File: config.mk
export PLATFORM = sky130hd
export DESIGN_NAME = dtd_top
export DESIGN_NICKNAME = d
export VERILOG_FILES = /design/src/hw/dtd_pkg.sv /design/src/hw/dtd_tone_div.sv /design/src/hw/dtd_top.sv
export VERILOG_INCLUDE_DIRS = /design/src /design/src/hw
export SDC_FILE = /design/constraint.sdc
export NUM_CORES = 1
export LEC_CHECK = 0
export BUFFER_PORTS_ARGS = -buffer_cell sky130_fd_sc_hd__buf_2
export CORE_MARGIN = 4
export CORE_UTILIZATION = 59
export CTS_CLUSTER_DIAMETER = 60
export DETAILED_ROUTE_END_ITERATION = 6
export PLACE_DENSITY_LB_ADDON = 0.25
export SLEW_MARGIN = 20
export SYNTH_ARGS = -nofsm -noshare
export SYNTH_HDL_FRONTEND = slang
export SYNTH_SLANG_ARGS = --single-unit
export TNS_END_PERCENT = 5
File: constraint.sdc
create_clock -name mclk -period 5.5 [get_ports mclk]
set_input_delay 0.55 -clock mclk [delete_from_list [all_inputs] [get_ports mclk]]
set_output_delay 0.55 -clock mclk [all_outputs]
set_load 0.02 [all_outputs]
File: src/hw/dtd_regs.svh
// register offsets, field positions, reset values and step counts of the dialler
`ifndef DTD_REGS_SVH
`define DTD_REGS_SVH

// ****************************************
// register map (byte addresses)
// ****************************************
`define DTD_CTRL_ADDR 4'h0
`define DTD_STAT_ADDR 4'h4
`define DTD_CTRL_RST 32'h0000_0001
`define DTD_CTRL_TONE_EN 0
`define DTD_STAT_BUSY 0
`define DTD_STAT_MICRO 1
`define DTD_STAT_MUTE 2
`define DTD_STAT_LIDX 3
`define DTD_STAT_HIDX 5
`define DTD_STAT_LON 7
`define DTD_STAT_HON 8

// ****************************************
// prescaler: first stage 3 or 4 (build time), second stage fixed 3
// ****************************************
`define DTD_PRE1_DIV 3'd3
`define DTD_PRE2_DIV 2'd3

// ****************************************
// key timing, in lower-group tone periods
// ****************************************
`define DTD_BURST_PERIODS 2'd2
`define DTD_RELEASE_PERIODS 2'd2

// ****************************************
// staircase steps and step lengths in tone-clock cycles
// ****************************************
`define DTD_LOW_STEPS 5'd14
`define DTD_HIGH_STEPS 5'd18
`define DTD_L0_LEN 6'd41
`define DTD_L0_END 6'd40
`define DTD_L1_LEN 6'd37
`define DTD_L2_LEN 6'd33
`define DTD_L2_END 6'd36
`define DTD_L3_LEN 6'd30
`define DTD_L3_END 6'd32
`define DTD_H0_LEN 6'd18
`define DTD_H0_END 6'd21
`define DTD_H1_LEN 6'd16
`define DTD_H1_END 6'd21
`define DTD_H2_LEN 6'd15
`define DTD_H3_LEN 6'd13
`define DTD_H3_END 6'd18

`endif

File: src/hw/dtd_pkg.sv
// types shared by the dialler logic
package dtd_pkg;
    typedef enum logic [1:0] {
        DTD_IDLE = 2'b00,
        DTD_BURST = 2'b01,
        DTD_HOLD = 2'b10
    } dtd_state_t;

    typedef logic [1:0] dtd_idx_t;
endpackage

File: src/hw/dtd_tone_div.sv
// programmable staircase divider for one tone group
`timescale 1ns/1ns
`include "dtd_regs.svh"
module dtd_tone_div
    import dtd_pkg::*;
#(
    parameter bit HIGH_GRP = 1'b0
) (
    // clocking
    input wire logic mclk,
    input wire logic srst,
    input wire logic ce,
    input wire logic tick,
    // control
    input wire logic run,
    input wire dtd_idx_t sel,
    // staircase position
    output logic [4:0] step_q,
    output logic period_end_q
);
    logic [5:0] cnt_q;
    logic [5:0] len;
    logic [4:0] nsteps;
    logic edge_step;

    // end steps (lowest and highest level) carry the odd length
    assign nsteps = HIGH_GRP ? `DTD_HIGH_STEPS : `DTD_LOW_STEPS;
    assign edge_step = (step_q == 5'h00) || (step_q == (nsteps >> 1));

    always_comb begin
        len = `DTD_L1_LEN;
        if (!HIGH_GRP) begin
            case (sel)
                2'd0: len = edge_step ? `DTD_L0_END : `DTD_L0_LEN;
                2'd1: len = `DTD_L1_LEN;
                2'd2: len = edge_step ? `DTD_L2_END : `DTD_L2_LEN;
                default: len = edge_step ? `DTD_L3_END : `DTD_L3_LEN;
            endcase
        end else begin
            case (sel)
                2'd0: len = edge_step ? `DTD_H0_END : `DTD_H0_LEN;
                2'd1: len = edge_step ? `DTD_H1_END : `DTD_H1_LEN;
                2'd2: len = `DTD_H2_LEN;
                default: len = edge_step ? `DTD_H3_END : `DTD_H3_LEN;
            endcase
        end
    end

    // step counter wraps after 14 or 18 steps
    always_ff @(posedge mclk) begin
        if (srst) begin
            cnt_q <= 6'h00;
            step_q <= 5'h00;
            period_end_q <= 1'b0;
        end else if (ce) begin
            period_end_q <= 1'b0;
            if (!run) begin
                cnt_q <= 6'h00;
                step_q <= 5'h00;
            end else if (tick) begin
                if (cnt_q == len - 6'd1) begin
                    cnt_q <= 6'h00;
                    if (step_q == nsteps - 5'd1) begin
                        step_q <= 5'h00;
                        period_end_q <= 1'b1;
                    end else begin
                        step_q <= step_q + 5'd1;
                    end
                end else begin
                    cnt_q <= cnt_q + 6'd1;
                end
            end
        end
    end
endmodule

File: src/hw/dtd_top.sv
// keypad input logic, prescaler and tone dividers of the dialler
//
// Our own choices: register access over Avalon-MM and the placing of the registers.
`timescale 1ns/1ns
`include "dtd_regs.svh"
module dtd_top
    import dtd_pkg::*;
(
    // clock, reset, enable
    input wire logic mclk,
    input wire logic srst,
    input wire logic ce,
    // tone select pins
    input wire logic [3:0] row_sel_n,
    input wire logic [3:0] col_sel,
    // avalon-mm slave
    input wire logic [3:0] address,
    input wire logic read,
    input wire logic write,
    input wire logic [31:0] writedata,
    output logic [31:0] readdata,
    output logic waitrequest,
    // tone generator outputs
    output logic low_on,
    output logic high_on,
    output logic [4:0] low_step,
    output logic [4:0] high_step,
    output logic mute
);
    // ****************************************
    // pin synchronisers
    // ****************************************
    // metastability guard on the eight select pins
    logic [3:0] row_m_q;
    logic [3:0] row_s_q;
    logic [3:0] col_m_q;
    logic [3:0] col_s_q;

    // two stages, only the second is read
    // reset to the released levels so no false press follows reset
    // a contact that bounces across a tick is simply seen on the next one
    always_ff @(posedge mclk) begin
        if (srst) begin
            row_m_q <= 4'hf;
            row_s_q <= 4'hf;
            col_m_q <= 4'h0;
            col_s_q <= 4'h0;
        end else if (ce) begin
            row_m_q <= row_sel_n;
            row_s_q <= row_m_q;
            col_m_q <= col_sel;
            col_s_q <= col_m_q;
        end
    end

    // ****************************************
    // prescaler
    // ****************************************
    // stage counters and the tone-clock tick
    logic [1:0] pre1_q;
    logic [1:0] pre2_q;
    logic tick_q;

    // first stage 3 or 4, second stage 3
    // overall 9 or 12
    // tick is one cycle wide; ce low stretches the tone clock with it
    always_ff @(posedge mclk) begin
        if (srst) begin
            pre1_q <= 2'd0;
            pre2_q <= 2'd0;
            tick_q <= 1'b0;
        end else if (ce) begin
            tick_q <= 1'b0;
            // compared one bit wider so the divide-by-4 build fits
            if ({1'b0, pre1_q} == `DTD_PRE1_DIV - 3'd1) begin
                pre1_q <= 2'd0;
                if (pre2_q == `DTD_PRE2_DIV - 2'd1) begin
                    pre2_q <= 2'd0;
                    tick_q <= 1'b1;
                end else begin
                    pre2_q <= pre2_q + 2'd1;
                end
            end else begin
                pre1_q <= pre1_q + 2'd1;
            end
        end
    end

    // ****************************************
    // input decode
    // ****************************************
    // decoded pin state, all taken from the synced copies
    logic [3:0] row_act;
    logic [3:0] col_act;
    logic micro_mode;
    logic micro_en;
    logic any_row;
    logic any_col;
    dtd_idx_t micro_lidx;
    dtd_idx_t micro_hidx;

    assign row_act = ~row_s_q;
    assign col_act = col_s_q;
    // any closed line on either side
    assign any_row = |row_act;
    assign any_col = |col_act;
    // keypad mode unless lines one, two and four all high
    // then line three enables and rows are a code
    // a full pad with three columns held also lands here; accepted
    assign micro_mode = col_s_q[0] & col_s_q[1] & col_s_q[3];
    assign micro_en = col_s_q[2];
    // HH selects the first tone, LL the last
    // code lines pass the same synchroniser, so a new code settles in two cycles
    assign micro_lidx = ~row_s_q[3:2];
    assign micro_hidx = ~row_s_q[1:0];

    // lowest active line wins when several close in the same sample
    // no line at all returns 3, but then the group flag stays clear
    function automatic dtd_idx_t first_idx(input logic [3:0] v);
        dtd_idx_t r;
        r = 2'd3;
        if (v[2]) r = 2'd2;
        if (v[1]) r = 2'd1;
        if (v[0]) r = 2'd0;
        return r;
    endfunction

    // ****************************************
    // keypad sequencer
    // ****************************************
    // idle waits for a press, burst holds two periods, hold watches release
    dtd_state_t state_q;
    dtd_idx_t key_lidx_q;
    dtd_idx_t key_hidx_q;
    logic key_low_q;
    logic key_high_q;
    logic [1:0] per_cnt_q;
    logic [1:0] rel_cnt_q;
    logic key_held;
    logic low_period_end;

    // latched key is still down: only its own lines are looked at
    assign key_held = (!key_low_q || row_act[key_lidx_q]) &&
                      (!key_high_q || col_act[key_hidx_q]);

    // every keypad decision taken on a tone-clock tick or period end; micro mode forces idle on any cycle
    always_ff @(posedge mclk) begin
        if (srst) begin
            state_q <= DTD_IDLE;
            key_lidx_q <= 2'd0;
            key_hidx_q <= 2'd0;
            key_low_q <= 1'b0;
            key_high_q <= 1'b0;
            per_cnt_q <= 2'd0;
            rel_cnt_q <= 2'd0;
        end else if (ce) begin
            // leaving micro mode restarts from idle, a held key is a fresh press
            if (micro_mode) begin
                state_q <= DTD_IDLE;
            end else begin
                case (state_q)
                    DTD_IDLE: begin
                        // start on the first tick that sees a press
                        // a still-held second key starts here after stop
                        if (tick_q && (any_row || any_col)) begin
                            state_q <= DTD_BURST;
                            key_lidx_q <= first_idx(row_act);
                            key_hidx_q <= first_idx(col_act);
                            // a lone line gives a lone tone
                            key_low_q <= any_row;
                            key_high_q <= any_col;
                            per_cnt_q <= 2'd0;
                            rel_cnt_q <= 2'd0;
                        end
                    end
                    DTD_BURST: begin
                        // two whole lower periods before sampling again
                        // other inputs ignored, nothing re-latched here
                        // per_cnt_q counts finished lower periods since the start
                        if (low_period_end) begin
                            if (per_cnt_q == `DTD_BURST_PERIODS - 2'd1) begin
                                state_q <= DTD_HOLD;
                            end else begin
                                per_cnt_q <= per_cnt_q + 2'd1;
                            end
                        end
                    end
                    DTD_HOLD: begin
                        // release must last beyond one lower period, seen at two successive period ends
                        // a key lifted and pressed again between samples counts as held
                        if (low_period_end) begin
                            if (key_held) begin
                                rel_cnt_q <= 2'd0;
                            end else if (rel_cnt_q == `DTD_RELEASE_PERIODS - 2'd1) begin
                                state_q <= DTD_IDLE;
                                rel_cnt_q <= 2'd0;
                            end else begin
                                rel_cnt_q <= rel_cnt_q + 2'd1;
                            end
                        end
                    end
                    default: state_q <= DTD_IDLE;
                endcase
            end
        end
    end

    // ****************************************
    // tone selection and dividers
    // ****************************************
    // divider controls and step taps
    logic key_busy;
    logic low_run;
    logic high_run;
    dtd_idx_t lidx;
    dtd_idx_t hidx;
    logic [4:0] low_step_w;
    logic [4:0] high_step_w;

    // busy only for keypad bursts; micro mode drives the dividers itself
    assign key_busy = (state_q != DTD_IDLE) && !micro_mode;
    // lower divider also paces a high-only burst, its output is gated instead
    assign low_run = micro_mode ? micro_en : key_busy;
    assign high_run = micro_mode ? micro_en : (key_busy && key_high_q);
    // micro code goes straight to the dividers, keypad uses the latched key
    assign lidx = micro_mode ? micro_lidx : key_lidx_q;
    assign hidx = micro_mode ? micro_hidx : key_hidx_q;

    dtd_tone_div #(
        .HIGH_GRP(1'b0)
    ) u_low_div (
        .mclk(mclk),
        .srst(srst),
        .ce(ce),
        .tick(tick_q),
        .run(low_run),
        .sel(lidx),
        .step_q(low_step_w),
        .period_end_q(low_period_end)
    );

    dtd_tone_div #(
        .HIGH_GRP(1'b1)
    ) u_high_div (
        .mclk(mclk),
        .srst(srst),
        .ce(ce),
        .tick(tick_q),
        .run(high_run),
        .sel(hidx),
        .step_q(high_step_w),
        // all key timing follows the lower group, so this end is not needed
        .period_end_q()
    );

    // ****************************************
    // register file
    // ****************************************
    // one stored bit, the rest of the map is live status
    logic tone_en_q;
    logic [31:0] stat_w;

    // bit order follows the status field positions
    assign stat_w = {23'h0, high_on, low_on, hidx, lidx, mute, micro_mode, key_busy};

    // waitrequest drops for one cycle, one cycle after a request appears
    // each access costs two cycles; no pipelining, so no response queue
    always_ff @(posedge mclk) begin
        if (srst) begin
            waitrequest <= 1'b1;
            readdata <= 32'h0;
        end else if (ce) begin
            waitrequest <= !((read || write) && waitrequest);
            if (read && waitrequest) begin
                case (address)
                    `DTD_CTRL_ADDR: readdata <= {31'h0, tone_en_q};
                    `DTD_STAT_ADDR: readdata <= stat_w;
                    default: readdata <= 32'h0;
                endcase
            end
        end
    end

    // control write lands on the edge that sees waitrequest low
    // limitation: ce low on that very edge loses the write, so keep ce high
    // while a bus access is in flight
    always_ff @(posedge mclk) begin
        if (srst) begin
            tone_en_q <= |(`DTD_CTRL_RST & (32'h1 << `DTD_CTRL_TONE_EN));
        end else if (ce) begin
            if (write && !waitrequest && address == `DTD_CTRL_ADDR) begin
                tone_en_q <= writedata[`DTD_CTRL_TONE_EN];
            end
        end
    end

    // ****************************************
    // outputs
    // ****************************************
    // registered so the pins never glitch on mode changes
    // steps follow the dividers one cycle late, in line with the on flags
    always_ff @(posedge mclk) begin
        if (srst) begin
            // speech mode, no tones, mute off
            low_on <= 1'b0;
            high_on <= 1'b0;
            low_step <= 5'h00;
            high_step <= 5'h00;
            mute <= 1'b0;
        end else if (ce) begin
            // lone tone: the other group stays off
            low_on <= tone_en_q && low_run && (micro_mode || key_low_q);
            high_on <= tone_en_q && high_run;
            low_step <= low_step_w;
            high_step <= high_step_w;
            // three high lines mute even with enable low
            mute <= key_busy || micro_mode;
        end
    end
endmodule

## Word level (Yosys, flattened, before mapping)

Index checks and enable logic that the tools add are counted.

- Register bits after elaboration: 103
- Bits of input ports: 49
- Output and inout port bits: 46

- $add $sub $neg: 10
- Order comparisons: 2
- Equal/unequal tests: 31
- Multiplexer cells: 61
- Bitwise operators: 6
- Reduce and logical (&&, ||, !) cells: 46

Operators by type and width:

| cell | count |
|---|---|
| 5-bit two-way mux | 9 |
| 2-bit two-way mux | 21 |
| 6-bit two-way mux | 7 |
| 6-bit case mux with 3 select lines | 2 |
| 9-bit case mux with 2 select lines | 1 |
| 1-bit two-way mux | 13 |
| 6-bit by 1-bit adder with 6-bit output, second input constant | 2 |
| 6-bit equality test | 2 |
| 3-bit != test, second input constant | 4 |
| 6-bit by 1-bit subtractor with 6-bit output, second input constant | 2 |
| 1-bit logical AND | 11 |
| 5-bit by 1-bit adder with 5-bit output, second input constant | 2 |
| 2-bit by 1-bit equality test with 1-bit output, second input constant | 5 |
| 2-bit equality test, second input constant | 5 |
| 5-bit by 4-bit equality test with 1-bit output, second input constant | 2 |
| 5-bit logical NOT | 2 |
| 2-bit AND reduction | 5 |
| 3-bit two-way mux | 3 |
| 2-bit by 1-bit adder with 2-bit output, second input constant | 4 |
| 1-bit logical OR | 8 |
| 2-bit by 1-bit != test with 1-bit output, second input constant | 4 |
| 2-bit != test, second input constant | 4 |
| 2-bit case mux with 2 select lines | 2 |
| 4-bit OR reduction | 2 |
| other kinds (20) | 34 |

## Longest topological paths before layout

Gate-level depths: netlist of run 1.

- Depth after elaboration: 10
- Gate-level depth with buffers: 15
- Gate-level depth less buffers: 14

## Hierarchy

Synthesis of run 1 repeated with hierarchy kept, for this count alone.

- Cell total of the unflattened synthesis: 489
- Area total of the unflattened synthesis: 4247.8 µm²

Modules (own cells, without submodules):

| module | instances | cells each | area an instance (µm²) | seq. area each (µm²) |
|---|---|---|---|---|
| dtd_top | 1 | 286 | 2528.7 | 1141.1 |
| dtd_tone_div at u_high_div | 1 | 97 | 870.8 | 240.2 |
| dtd_tone_div at u_low_div | 1 | 106 | 848.3 | 240.2 |

## Worst setup path after synthesis of run 1

No wires, ideal clock.

- Path type: register to register
- Start point: reg u_low_div.step_q[0]
- End point: reg u_low_div.step_q[3]
- Setup time: 0.116 ns
- Arrival: 2.806 ns
- Required time: 5.384 ns
- Path slack: 2.578 ns
- Cell stages (with the launch flop): 16
- Buffers on the path: 1
- Clock period less this slack: 2.922 ns
- Cell sequence: dfxtp_1 > inv_1 > ha_1 > mux2i_1 > nor3_1 > nor2_1 > inv_1 > ha_1 > or3_1 > o211ai_1 > o31ai_1 > xnor2_1 > nand4_4 > or2_1 > buf_6 > a31o_1

- Cells in the longest elaborated chain, start to end: 8

RTL lines:

| element | RTL line | RTL |
|---|---|---|
| start: declaration | dtd_tone_div.sv:18 | `output logic [4:0] step_q,` |
| start signal: assignment | dtd_tone_div.sv:67 | `step_q <= step_q + 5'd1;` |
| 5-bit by 3-bit equality test with 1-bit output or 5-bit logical NOT (tied branches) | dtd_tone_div.sv:28 | `assign edge_step = (step_q == 5'h00) \|\| (step_q == (nsteps >> 1));` |
| 1-bit logical OR | dtd_tone_div.sv:28 |  |
| 3-bit two-way mux (no line), or another cell as far along | n/a |  |
| 6-bit case mux with 3 select lines | dtd_tone_div.sv:33 | `case (sel)` |
| 6-bit by 1-bit subtractor with 6-bit output | dtd_tone_div.sv:61 | `if (cnt_q == len - 6'd1) begin` |
| 6-bit equality test | dtd_tone_div.sv:61 |  |
| 2-bit by 1-bit != test with 1-bit output (no line) | n/a |  |
| 3-bit AND reduction (no line) | n/a |  |

Parallel ways exist; a longest one is shown, timed or not. The select of a mux whose other input is x is not followed.
A chain may end at the register's enable or synchronous reset.

## Worst setup path in the final report of run 1

- Start point: reg col_s_q[1], in the netlist col_act[1]
- End point: reg u_high_div.step_q[4]

- Cells in the longest elaborated chain, start to end: 9

RTL lines:

| element | RTL line | RTL |
|---|---|---|
| start: declaration | dtd_top.sv:37 | `logic [3:0] col_s_q;` |
| start signal: assignment | dtd_top.sv:52 | `col_s_q <= col_m_q;` |
| 1-bit bitwise AND * (2 in series) | dtd_top.sv:110 | `assign micro_mode = col_s_q[0] & col_s_q[1] & col_s_q[3];` |
| 2-bit two-way mux | dtd_top.sv:227 | `assign hidx = micro_mode ? micro_hidx : key_hidx_q;` |
| 2-bit equality test, or another cell as far along | dtd_tone_div.sv:40 | `case (sel)` |
| 6-bit case mux with 3 select lines | dtd_tone_div.sv:40 |  |
| 6-bit by 1-bit subtractor with 6-bit output | dtd_tone_div.sv:61 |  |
| 6-bit equality test | dtd_tone_div.sv:61 |  |
| 2-bit by 1-bit != test with 1-bit output (no line) | n/a |  |
| 3-bit AND reduction (no line) | n/a |  |
| end signal: assignment | dtd_tone_div.sv:67 |  |
| end: declaration | dtd_tone_div.sv:18 |  |

Every way passes the cells marked *; elsewhere a longest branch is shown, timed or not.

==> metrics.csv, run 1 <==
stage,metric,value,unit
worst_setup_path,gate family responsible for the most delay along the worst path,compound AO/OA/AOI/OAI gates,
die,die footprint,8780,um^2
die,I/O pins,95,
synth,Post-synth EDFFs,0,
global_routing,largest net degree at the start of global routing,54,
synth,Main synth FF type,dfxtp_1,
power,VDD IR max,186,uV
timing,Max Slew Vio Count,0,
synth,multiplexer share of the synthesized area,0.113,
clocking,H-tree depth,3,
final_layout,layout cell share with drive strength beyond 1,0.139,
power,leakage power total,1.99,nW
final_layout,Ant. Diodes,0,
synth,ys async rst share,0,
clocking,"Reg clk slew, reported paths",0.08,ns
worst_setup_path,Crit Path Class,reg -> reg,
detailed_routing,WL final,9100,um
final_layout,"commonest non-fill, non-tap cell in the layout",dfxtp_1,
final_layout,final-layout fill cell count,574,
clocking,post-CTS sizing,0,
worst_setup_path,Stages on worst setup path,10,
place,Post-DP HPWL,6410,um
global_routing,total gr overflow,0,
synth,"Avg Cell Area, Syn",8.70,um^2
clocking,Sink Count,80,
worst_setup_path,Worst Path Required,5.75,ns
final_layout,Area Growth Syn to Fin,7.77,%
detailed_routing,ANT nets after route,0,
worst_setup_path,Buf/Inv on CP,0,
clocking,clk_lat worst skew,0.36,ns
clocking,Max clock buf depth,2,
synth,Netlist cell types,67,
timing,# setup viols final,0,
hold_path,worst hold path stage count,3,
worst_setup_path,Worst EP arrival,3.75,ns
synth,largest family of logic cells by synthesized area,simple AND/OR/NAND/NOR gates,
synth,Synth Area in Compound Gates,0.140,
global_routing,vias in the first global route,3162,
detailed_routing,Vias,3454,
final_layout,highest-count cells in the layout ignoring fill and taps,"80 x dfxtp_1, 71 x nor2_1, 43 x nand2_1",
die,Cell Rows,30,
clocking,CTS root buffer,clkbuf_8,
detailed_routing,Vias/cell,5.57,
run_status,outcome,finished clean,
global_routing,Total GRT Usage,0.216,
synth,Post-Synth XOR/XNOR Area,0.0344,
detailed_routing,Detailed Route Iter0 Violations,195,
worst_setup_path,Startpoint Class,flip-flop,
timing,maximum clock rate,286,MHz
worst_setup_path,CP max FO,14,
timing,Layout Skew,0.00910,ns
place,GPL Wtd Cong,0.881,
detailed_routing,WL per Instance,14.7,um
synth,simple logic cell fraction of the synthesized area,0.219,
worst_setup_path,crit path cell chain,"and3_1, mux2i_1, mux2_2, ha_1, xor2_1, nor3_1, nand2_1, o31ai_2, o21ai_0, o2bb2ai_1",
power,Power Density,258,nW/um^2
worst_setup_path,depth of the most critical reg-to-reg path,10,
global_routing,initial antenna violation count,0,
timing,RSZ-0062 raised after global routing,no,
synth,adder-cell share of the synthesized area,0.0318,
detailed_routing,TritonRoute pass-1 iters,5,
synth,area of the mapped netlist,4330,um^2
timing,measured slew at the worst slew-check pin,0.693,ns
timing,Final Cycle Share,0.637,
timing,Fin Hold WS,0.406,ns
die,initial core utilization,0.624,
worst_setup_path,"slowest stage delay, CP",0.71,ns
job,max capacitance violation total,0,
die,CORE AREA,6940,um^2
detailed_routing,drc violations,0,
timing,min Tclk post-route,3.50,ns
die,chip height,93.7,um
timing,slew margin rel.,0.535,
hold_path,Worst Hold Class,in -> reg,
synth,Synth warnings,0,
worst_setup_path,R2R setup slack,2.00,ns
timing,total negative setup slack,0,ns
die,Die X,93.7,um
clocking,CTS buffer count,9,
synth,"Seq/Total Area, Yosys",0.370,
clocking,TritonCTS clock tree,built,
worst_setup_path,slowest CP cell,dfxtp_1,
clocking,post-CTS setup repair buffer count,0,
synth,Mapped Cells,498,
timing,Final Hold Vio Count,0,
worst_setup_path,critical path endpoint category,flip-flop,
place,Port Buffer Count,40,
clocking,hold_buf cts,0,
final_layout,NumNets Final,579,
global_routing,global-route wire length before repair,15200,um
synth,Seq cells post-synth,80,
## worst min-delay path: cells and delay by family
| kind | cells | cell delay [ns] |
|---|---|---|
| buffers and inverters | 1 | 0.07 |
| AND/OR/NAND/NOR | 1 | 0.05 |
| multiplexers | 1 | 0.05 |
## state kept, by name, summed over array words and instances (netlist names), 4 cells and up
register and cells:
row_m_q 4, low_step 5, high_step 5, u_low_div.cnt_q 6, col_act 4, u_high_div.step_q 5, readdata 9, row_s_q 4
u_high_div.cnt_q 6, col_m_q 4, u_low_div.step_q 5
## metal layers
| metal | vias to the layer above | global-route usage | wire [um] |
|---|---|---|---|
| met5 | - | 0 | 0 |
| met4 | 0 | 0.0903 | 137 |
| met3 | 12 | 0.0337 | 530 |
| met2 | 101 | 0.334 | 4190 |
| met1 | 1603 | 0.301 | 4250 |
| li1 | 1738 | - | - |
## cell families (layout without fill, tap and decap cells)
group                    after synthesis  after routing
adder cells (fa/ha/maj)               11             11
XOR/XNOR                              17             17
multiplexers                          45             45
AO/OA/AOI/OAI                         81             81
AND/OR/NAND/NOR                      191            191
other                                  1             23
buffers and inverters                 72             76
flip-flops                            80             80
## where the power goes
group / internal, mW / switching (mW) / total (mW)
registers: 0.588 / 0.0121 / 0.600
logic: 0.0225 / 0.0508 / 0.0733
clock network: 0.314 / 0.215 / 0.530
total: 0.924 / 0.278 / 1.20
## layout make-up
class                      instances  area, um^2  area share
clock buffer                      11         141      0.0303
clock inverter                     5         104      0.0222
inverter                          18        67.6      0.0145
multi-input combinational        368        2420       0.518
sequential                        80        1600       0.343
tap                               96         120      0.0257
timing repair buffer              42         215      0.0461
## synthesized netlist by cell type (7+ instances only)
library cell  number  area, um^2
inv_1             18        67.6
dfxtp_1           80        1600
xor2_1            10        87.6
o211ai_1           8        60.1
ha_1              11         138
nand2_1           43         161
nor3_1            10        50.1
o21ai_0            7        35.0
clkbuf_1          17        63.8
xnor2_1            7        61.3
nand3_1           16        80.1
buf_4             25         188
nor2_1            71         267
mux2i_1           40         400
a21oi_1           24         120
## final timing paths
| path | from | to |
|---|---|---|
| worst max-delay path | col_act[1] | u_high_div.step_q[4] |
| worst max register to register | col_act[1] | u_high_div.step_q[4] |
| worst min-delay path | row_sel_n[0] | row_m_q[0] |
| worst min register to register | row_m_q[0] | row_m_q[0] |
## stage by stage
stage,area [um^2],worst slack (ns),power [mW],std cells,utilization
2_1_floorplan,4420,2.58,0.681,520,-
3_3_place_gp,4420,2.12,0.683,604,0.637
3_5_place_dp,4420,2.05,0.686,604,0.637
4_1_cts,4670,2.03,1.21,620,0.672
5_1_grt,4670,1.78,1.25,620,0.672
6_report,4670,2.00,1.20,620,0.672
Note: power is estimated with default switching activity, not from simulation.
==> run 2: changes to the inputs <==
ABC_AREA = 1   (was default)
CORE_UTILIZATION = 55   (was 59)
clock period = 3.44 ns   (was 5.5 ns; I/O delays follow)
==> run 2 against run 1 <==
Effect of this change: combinational power increased to 3.2 times the previous value; critical path depth increased by 5; first-iteration DRC count decreased by 8.2%; final cell count increased by 19%; setup slack got worse by 1.4 ns; non-clock buffer count unchanged; wire length about the same; register-to-register slack got worse by 1.4 ns; global-route usage decreased by 0.83 points.
==> metrics.csv, run 2 <==
stage,metric,value,unit
power,Clock Power Share,0.354,
synth,Mapped Cells,598,
global_routing,vias in the first global route,3530,
synth,Netlist cell types,46,
timing,Final Cycle Share,0.834,
synth,Synth warnings,0,
clocking,CTS buffer count,9,
worst_setup_path,Startpoint Class,flip-flop,
final_layout,final-layout fill cell count,678,
timing,slew margin rel.,0.593,
detailed_routing,drc violations,0,
synth,ys async rst share,0,
worst_setup_path,crit path cell chain,"nand3_4, o21ai_1, nand2_1, a21oi_2, ha_1, inv_1, nor2_1, nor4_1, nand2_1, nor2_1, nand2_1, nand2_2, nand2_4, nand2_2, nor2_1",
global_routing,initial antenna violation count,0,
worst_setup_path,CP max FO,17,
detailed_routing,WL per Instance,12.4,um
synth,"Seq/Total Area, Yosys",0.372,
timing,Layout Skew,0.0147,ns
final_layout,Regs by FF count,"readdata (9), u_high_div.cnt_q (6), u_low_div.cnt_q (6)",
timing,# setup viols final,0,
power,Internal,1.31,mW
final_layout,Ant. Diodes,0,
die,initial core utilization,0.578,
place,Placement Setup Slack,0.598,ns
clocking,clk_lat worst skew,0.37,ns
synth,Main synth FF type,dfxtp_1,
synth,Post-synth EDFFs,0,
global_routing,total gr overflow,0,
worst_setup_path,crit path launch,col_act[0],
detailed_routing,Detailed Route Iter0 Violations,179,
power,VDD IR max,351,uV
clocking,"Reg clk slew, reported paths",0.09,ns
die,chip height,96.5,um
die,die footprint,9300,um^2
final_layout,Reg with most FFs,readdata,
detailed_routing,Vias/cell,5.27,
die,Die X,96.5,um
detailed_routing,WL final,9110,um
final_layout,layout cell share with drive strength beyond 1,0.157,
hold_path,hold path start,row_sel_n[0],
synth,largest area contributor in the synthesized netlist,dfxtp_1,
synth,Seq cells post-synth,80,
clocking,H-tree depth,3,
final_layout,max reg flops,9,
power,Power Density,404,nW/um^2
global_routing,global-route wire length before repair,15400,um
global_routing,largest net degree at the start of global routing,50,
detailed_routing,ANT nets after route,0,
worst_setup_path,slowest CP cell,dfxtp_1,
final_layout,"commonest non-fill, non-tap cell in the layout",nand2_1,
clocking,Sink Count,80,
worst_setup_path,Crit Path Class,reg -> reg,
clocking,TritonCTS clock tree,built,
synth,area of the mapped netlist,4300,um^2
final_layout,highest-count cells in the layout ignoring fill and taps,"118 x nand2_1, 80 x dfxtp_1, 60 x inv_1",
clocking,CTS root buffer,clkbuf_8,
final_layout,NumNets Final,693,
detailed_routing,Vias,3886,
worst_setup_path,critical path endpoint category,flip-flop,
hold_path,Worst Hold Class,in -> reg,
timing,measured slew at the worst slew-check pin,0.608,ns
timing,Max Slew Vio Count,0,
clocking,hold_buf cts,0,
power,leakage power total,2.09,nW
die,I/O pins,95,
worst_setup_path,Worst Path Required,3.69,ns
timing,maximum clock rate,349,MHz
timing,total negative setup slack,0,ns
power,Flop pwr share,0.523,
timing,Final Hold Vio Count,0,
worst_setup_path,"slowest stage delay, CP",0.54,ns
place,Post-DP HPWL,6610,um
final_layout,Area Growth Syn to Fin,8.34,%
die,CORE AREA,7450,um^2
run_status,outcome,finished clean,
global_routing,Total GRT Usage,0.208,
power,NetSw,0.578,mW
power,Logic pwr share,0.124,
place,GPL Wtd Cong,0.924,
clocking,Max clock buf depth,2,
worst_setup_path,worst r2r src,col_act[0],
clocking,post-CTS setup repair buffer count,0,
detailed_routing,TritonRoute pass-1 iters,5,
synth,most numerous cell in the Yosys netlist,nand2_1,
timing,min Tclk post-route,2.87,ns
place,Port Buffer Count,40,
synth,share of the synthesized area in the top cell type,0.372,
synth,synth cell count leaders,"118 x nand2_1, 80 x dfxtp_1, 60 x inv_1",
job,max capacitance violation total,0,
timing,Final Worst Setup Slack,0.572,ns
clocking,post-CTS sizing,0,
timing,RSZ-0062 raised after global routing,no,
synth,"Avg Cell Area, Syn",7.20,um^2
worst_setup_path,Worst EP arrival,3.12,ns
power,Sw Ratio,0.307,
synth,"top cells by area, synth","dfxtp_1 37%, nand2_1 10%, a21oi_1 6.9%, inv_1 5.2%, nor2_1 5.1%",
die,Cell Rows,31,
run 2: changes by cell type after synthesis, sizes merged, moves of 8 or more:
cell / previous run / this run
inv: 18 / 64
nor2: 71 / 63
buf: 36 / 28
a21oi: 24 / 60
mux2i: 41 / 0
nand3: 17 / 42
o211ai: 10 / 2
o21ai: 11 / 44
nand2: 43 / 137
run 2: layout make-up:
cell class / count / area [um^2] / area share
Timing Repair Buffer: 42 / 215 / 0.0461
Clock inverter: 7 / 61.3 / 0.0131
Multi-Input combinational cell: 434 / 2290 / 0.491
Inverter: 66 / 249 / 0.0534
Clock buffer: 9 / 124 / 0.0266
Sequential cell: 80 / 1600 / 0.343
Tap cell: 99 / 124 / 0.0266
run 2: metrics by stage:
step	util	std cells	hold WS (ns)	area [um^2]	power, mW
2_1_floorplan	-	620	0.416	4390	1.20
3_3_place_gp	0.601	721	0.426	4480	1.23
3_5_place_dp	0.601	721	0.448	4480	1.24
4_1_cts	0.626	737	0.180	4660	1.90
5_1_grt	0.626	737	0.193	4660	1.97
6_report	0.626	737	0.183	4660	1.89
run 2: cells by family (layout without fill, tap and decap cells):
logic type	after synthesis	after routing	share of synthesized area
compound gates	115	115	0.145
fa+ha+maj	11	11	0.0320
xor+xnor	14	14	0.0285
flops	80	80	0.372
other cells	1	23	0.000871
buf+inv	106	124	0.115
simple gates	271	271	0.306
run 2: layer usage:
| layer | up-vias | GRT usage | part of all wire |
|---|---|---|---|
| met5 | - | 0 | 0 |
| met4 | 0 | 0.0748 | 0.014 |
| met3 | 11 | 0.0457 | 0.058 |
| met2 | 117 | 0.357 | 0.46 |
| met1 | 1781 | 0.255 | 0.46 |
| li1 | 1977 | - | - |
run 2: critical path, delay by kind of cell (launching register included):
kind / cells / cell delay, ns
and+or+nand+nor: 11 / 1.37
buffers and inverters: 1 / 0.06
AOI/OAI and AO/OA: 2 / 0.53
DFF: 1 / 0.54
adders and majority gates: 1 / 0.26
run 2: power groups by stage:
stage / clock network [mW] / logic [mW] / registers (mW)
3_5_place_dp: 0 / 0.232 / 1.01
3_3_place_gp: 0 / 0.226 / 1.01
6_report: 0.667 / 0.233 / 0.986
4_1_cts: 0.678 / 0.233 / 0.986
2_1_floorplan: 0 / 0.193 / 1.01
5_1_grt: 0.715 / 0.267 / 0.991
run 2: final timing paths:
check                                           end  slack, ns  cells after the start
worst max-delay path            u_high_div.cnt_q[5]       0.57                     15
worst max register to register  u_high_div.cnt_q[5]       0.57                     15
worst min-delay path                     row_m_q[0]       0.18                      3
worst min register to register         rel_cnt_q[1]       0.45                      2
==> run 3: changes to the inputs <==
CORE_UTILIZATION = 49   (was 55)
clock period = 2.4 ns   (was 3.44 ns; I/O delays follow)
==> run 3 against run 2 <==
Effect of this change: the run now ends with negative setup slack left; largest cell class unchanged; combinational power increased by 71%; fmax rose by 17%; sequential share of layout area decreased by 2.6 points.
==> metrics.csv, run 3 (synthesized netlist as in run 2, its figures left out) <==
stage,metric,value,unit
run_status,outcome,finished with violations,
run_status,failing checks,negative setup slack,
worst_setup_path,Worst Path Required,2.70,ns
place,Port Buffer Count,40,
clocking,CTS root buffer,clkbuf_8,
worst_setup_path,Crit Path Class,reg -> reg,
worst_setup_path,Worst EP arrival,2.76,ns
final_layout,"commonest non-fill, non-tap cell in the layout",nand2_1,
die,Die X,102,um
worst_setup_path,R2R setup slack,-0.06,ns
detailed_routing,ANT nets after route,0,
die,CORE AREA,8380,um^2
timing,Final Worst Setup Slack,-0.0592,ns
hold_path,Hold Path End,row_m_q[2],
hold_path,worst hold path stage count,3,
global_routing,vias in the first global route,3786,
clocking,Max clock buf depth,2,
timing,measured slew at the worst slew-check pin,0.559,ns
final_layout,Regs by FF count,"readdata (9), u_high_div.cnt_q (6), u_low_div.cnt_q (6)",
clocking,"Reg clk slew, reported paths",0.09,ns
hold_path,Worst Hold Class,in -> reg,
clocking,H-tree depth,3,
final_layout,Area Growth Syn to Fin,18.1,%
detailed_routing,WL per Instance,12.6,um
global_routing,global-route wire length before repair,16600,um
final_layout,Ant. Diodes,0,
detailed_routing,Detailed Route Iter0 Violations,178,
worst_setup_path,worst r2r src,u_high_div.step_q[1],
detailed_routing,WL final,9800,um
global_routing,largest net degree at the start of global routing,46,
timing,Final Hold Vio Count,0,
power,Clock Power Share,0.379,
timing,Final Cycle Share,1.02,
final_layout,Reg with most FFs,readdata,
final_layout,NumNets Final,727,
power,Internal,2.10,mW
hold_path,hold path start,row_sel_n[2],
final_layout,max reg flops,9,
power,Logic pwr share,0.137,
power,leakage power total,2.29,nW
job,max capacitance violation total,0,
power,VDD IR max,329,uV
power,Flop pwr share,0.484,
detailed_routing,drc violations,0,
power,Sw Ratio,0.278,
power,NetSw,0.811,mW
die,I/O pins,95,
place,GPL Wtd Cong,0.891,
clocking,Sink Count,80,
timing,maximum clock rate,407,MHz
worst_setup_path,Startpoint Class,flip-flop,
timing,Fin Hold WS,0.0853,ns
clocking,CTS buffer count,9,
global_routing,total gr overflow,0,
timing,# setup viols final,11,
timing,total negative setup slack,-0.270,ns
global_routing,Total GRT Usage,0.198,
die,chip height,102,um
timing,Max Slew Vio Count,0,
final_layout,Final Util,0.607,
clocking,TritonCTS clock tree,built,
timing,slew margin rel.,0.625,
timing,Layout Skew,0.00892,ns
worst_setup_path,depth of the most critical reg-to-reg path,19,
worst_setup_path,critical path endpoint category,flip-flop,
detailed_routing,Vias,4036,
detailed_routing,Vias/cell,5.20,
die,die footprint,10300,um^2
clocking,clk_lat worst skew,0.36,ns
worst_setup_path,FF-to-FF End,u_high_div.step_q[3],
die,initial core utilization,0.514,
die,Cell Rows,33,
timing,RSZ-0062 raised after global routing,yes,
global_routing,initial antenna violation count,0,
worst_setup_path,CP max FO,8,
final_layout,layout cell share with drive strength beyond 1,0.246,
place,Post-DP HPWL,6890,um
power,Power Density,573,nW/um^2
detailed_routing,TritonRoute pass-1 iters,5,
final_layout,highest-count cells in the layout ignoring fill and taps,"110 x nand2_1, 74 x dfxtp_1, 58 x a21oi_1",
timing,min Tclk post-route,2.46,ns
==> run 3: cell count changes in the layout (fill, tap and decap cells not counted), moves of 3 or more <==
cell	before	now
nor2_1	58	53
dfxtp_2	0	5
inv_1	60	54
buf_4	2	35
inv_2	4	8
nor2_2	5	10
dfxtp_1	80	74
ha_4	0	3
ha_1	11	8
nand2_2	11	17
nand2_1	118	110
==> run 3: per-stage QoR <==
stage          std cells  total power [mW]  area, um^2  setup slack [ns]
2_1_floorplan        620              1.72        4390             0.121
3_3_place_gp         757              1.80        4710           -0.0732
3_5_place_dp         757              1.81        4710            -0.137
4_1_cts              772              2.92        4960            -0.122
5_1_grt              776              3.06        5080            -0.306
6_report             776              2.91        5080           -0.0592
==> run 3: layer usage <==
metal  vias to the layer above  routed length (um)  part of all wire  global-route usage
met1                      1875                4370              0.45               0.246
met3                         8                 549             0.056              0.0496
met5                         -                   0                 0                   0
met2                       106                4790              0.49               0.343
li1                       2047                   -                 -                   -
met4                         0                  90            0.0092              0.0511
==> run 3: area by class of cell <==
class | count | area [um^2]
timing repair buffer | 76 | 483
tap | 105 | 131
multi-input combinational | 434 | 2390
sequential | 80 | 1610
clock inverter | 6 | 93.8
clock buffer | 9 | 124
inverter | 66 | 254
fill | 788 | 3300
==> run 3: repair_timing <==
action / 4_1_cts / 5_1_grt
setup buffers: 0 / 4
hold buffers: 0 / 0
resized for setup: 12 / 27
gates cloned: 0 / 0
setup endpoints to repair: 22 / 23
pin swaps: 7 / 14
==> run 3: critical path, stage by stage (launching register included) <==
cell      delay (ns)
dfxtp_2         0.36
inv_4           0.06
ha_4            0.16
o211ai_1        0.30
nor2_1          0.12
inv_1           0.09
nand2_1         0.06
inv_2           0.06
ha_4            0.20
inv_2           0.05
nor2_2          0.03
nor4_2          0.21
nand2_1         0.09
nor2_2          0.10
nand2_2         0.07
nand2_2         0.09
nand2_4         0.10
nand2_2         0.09
nand2_2         0.05
nor2_2          0.10
==> run 3: how the worst max path moves through the flow <==
stage / from / endpoint / slack (ns) / cells after the start
finish: u_high_div.step_q[1] / u_high_div.step_q[3] / -0.06 / 19
global route: u_high_div.step_q[1] / u_high_div.step_q[3] / -0.31 / 19
CTS: u_high_div.step_q[1] / u_high_div.step_q[2] / -0.12 / 21
detailed placement: u_high_div.step_q[1] / u_high_div.cnt_q[0] / -0.14 / 20
global placement: u_high_div.step_q[1] / u_high_div.cnt_q[5] / -0.07 / 20
floorplan: u_high_div.step_q[0] / u_high_div.cnt_q[5] / 0.12 / 19
==> run 3: power by group through the flow <==
stage	Sequential [mW]	Combinational (mW)	Clock [mW]
after floorplan	1.45	0.276	0
after global placement	1.44	0.361	0
after detailed placement	1.44	0.370	0
after CTS	1.41	0.376	1.13
after global routing	1.42	0.451	1.19
final	1.41	0.399	1.10
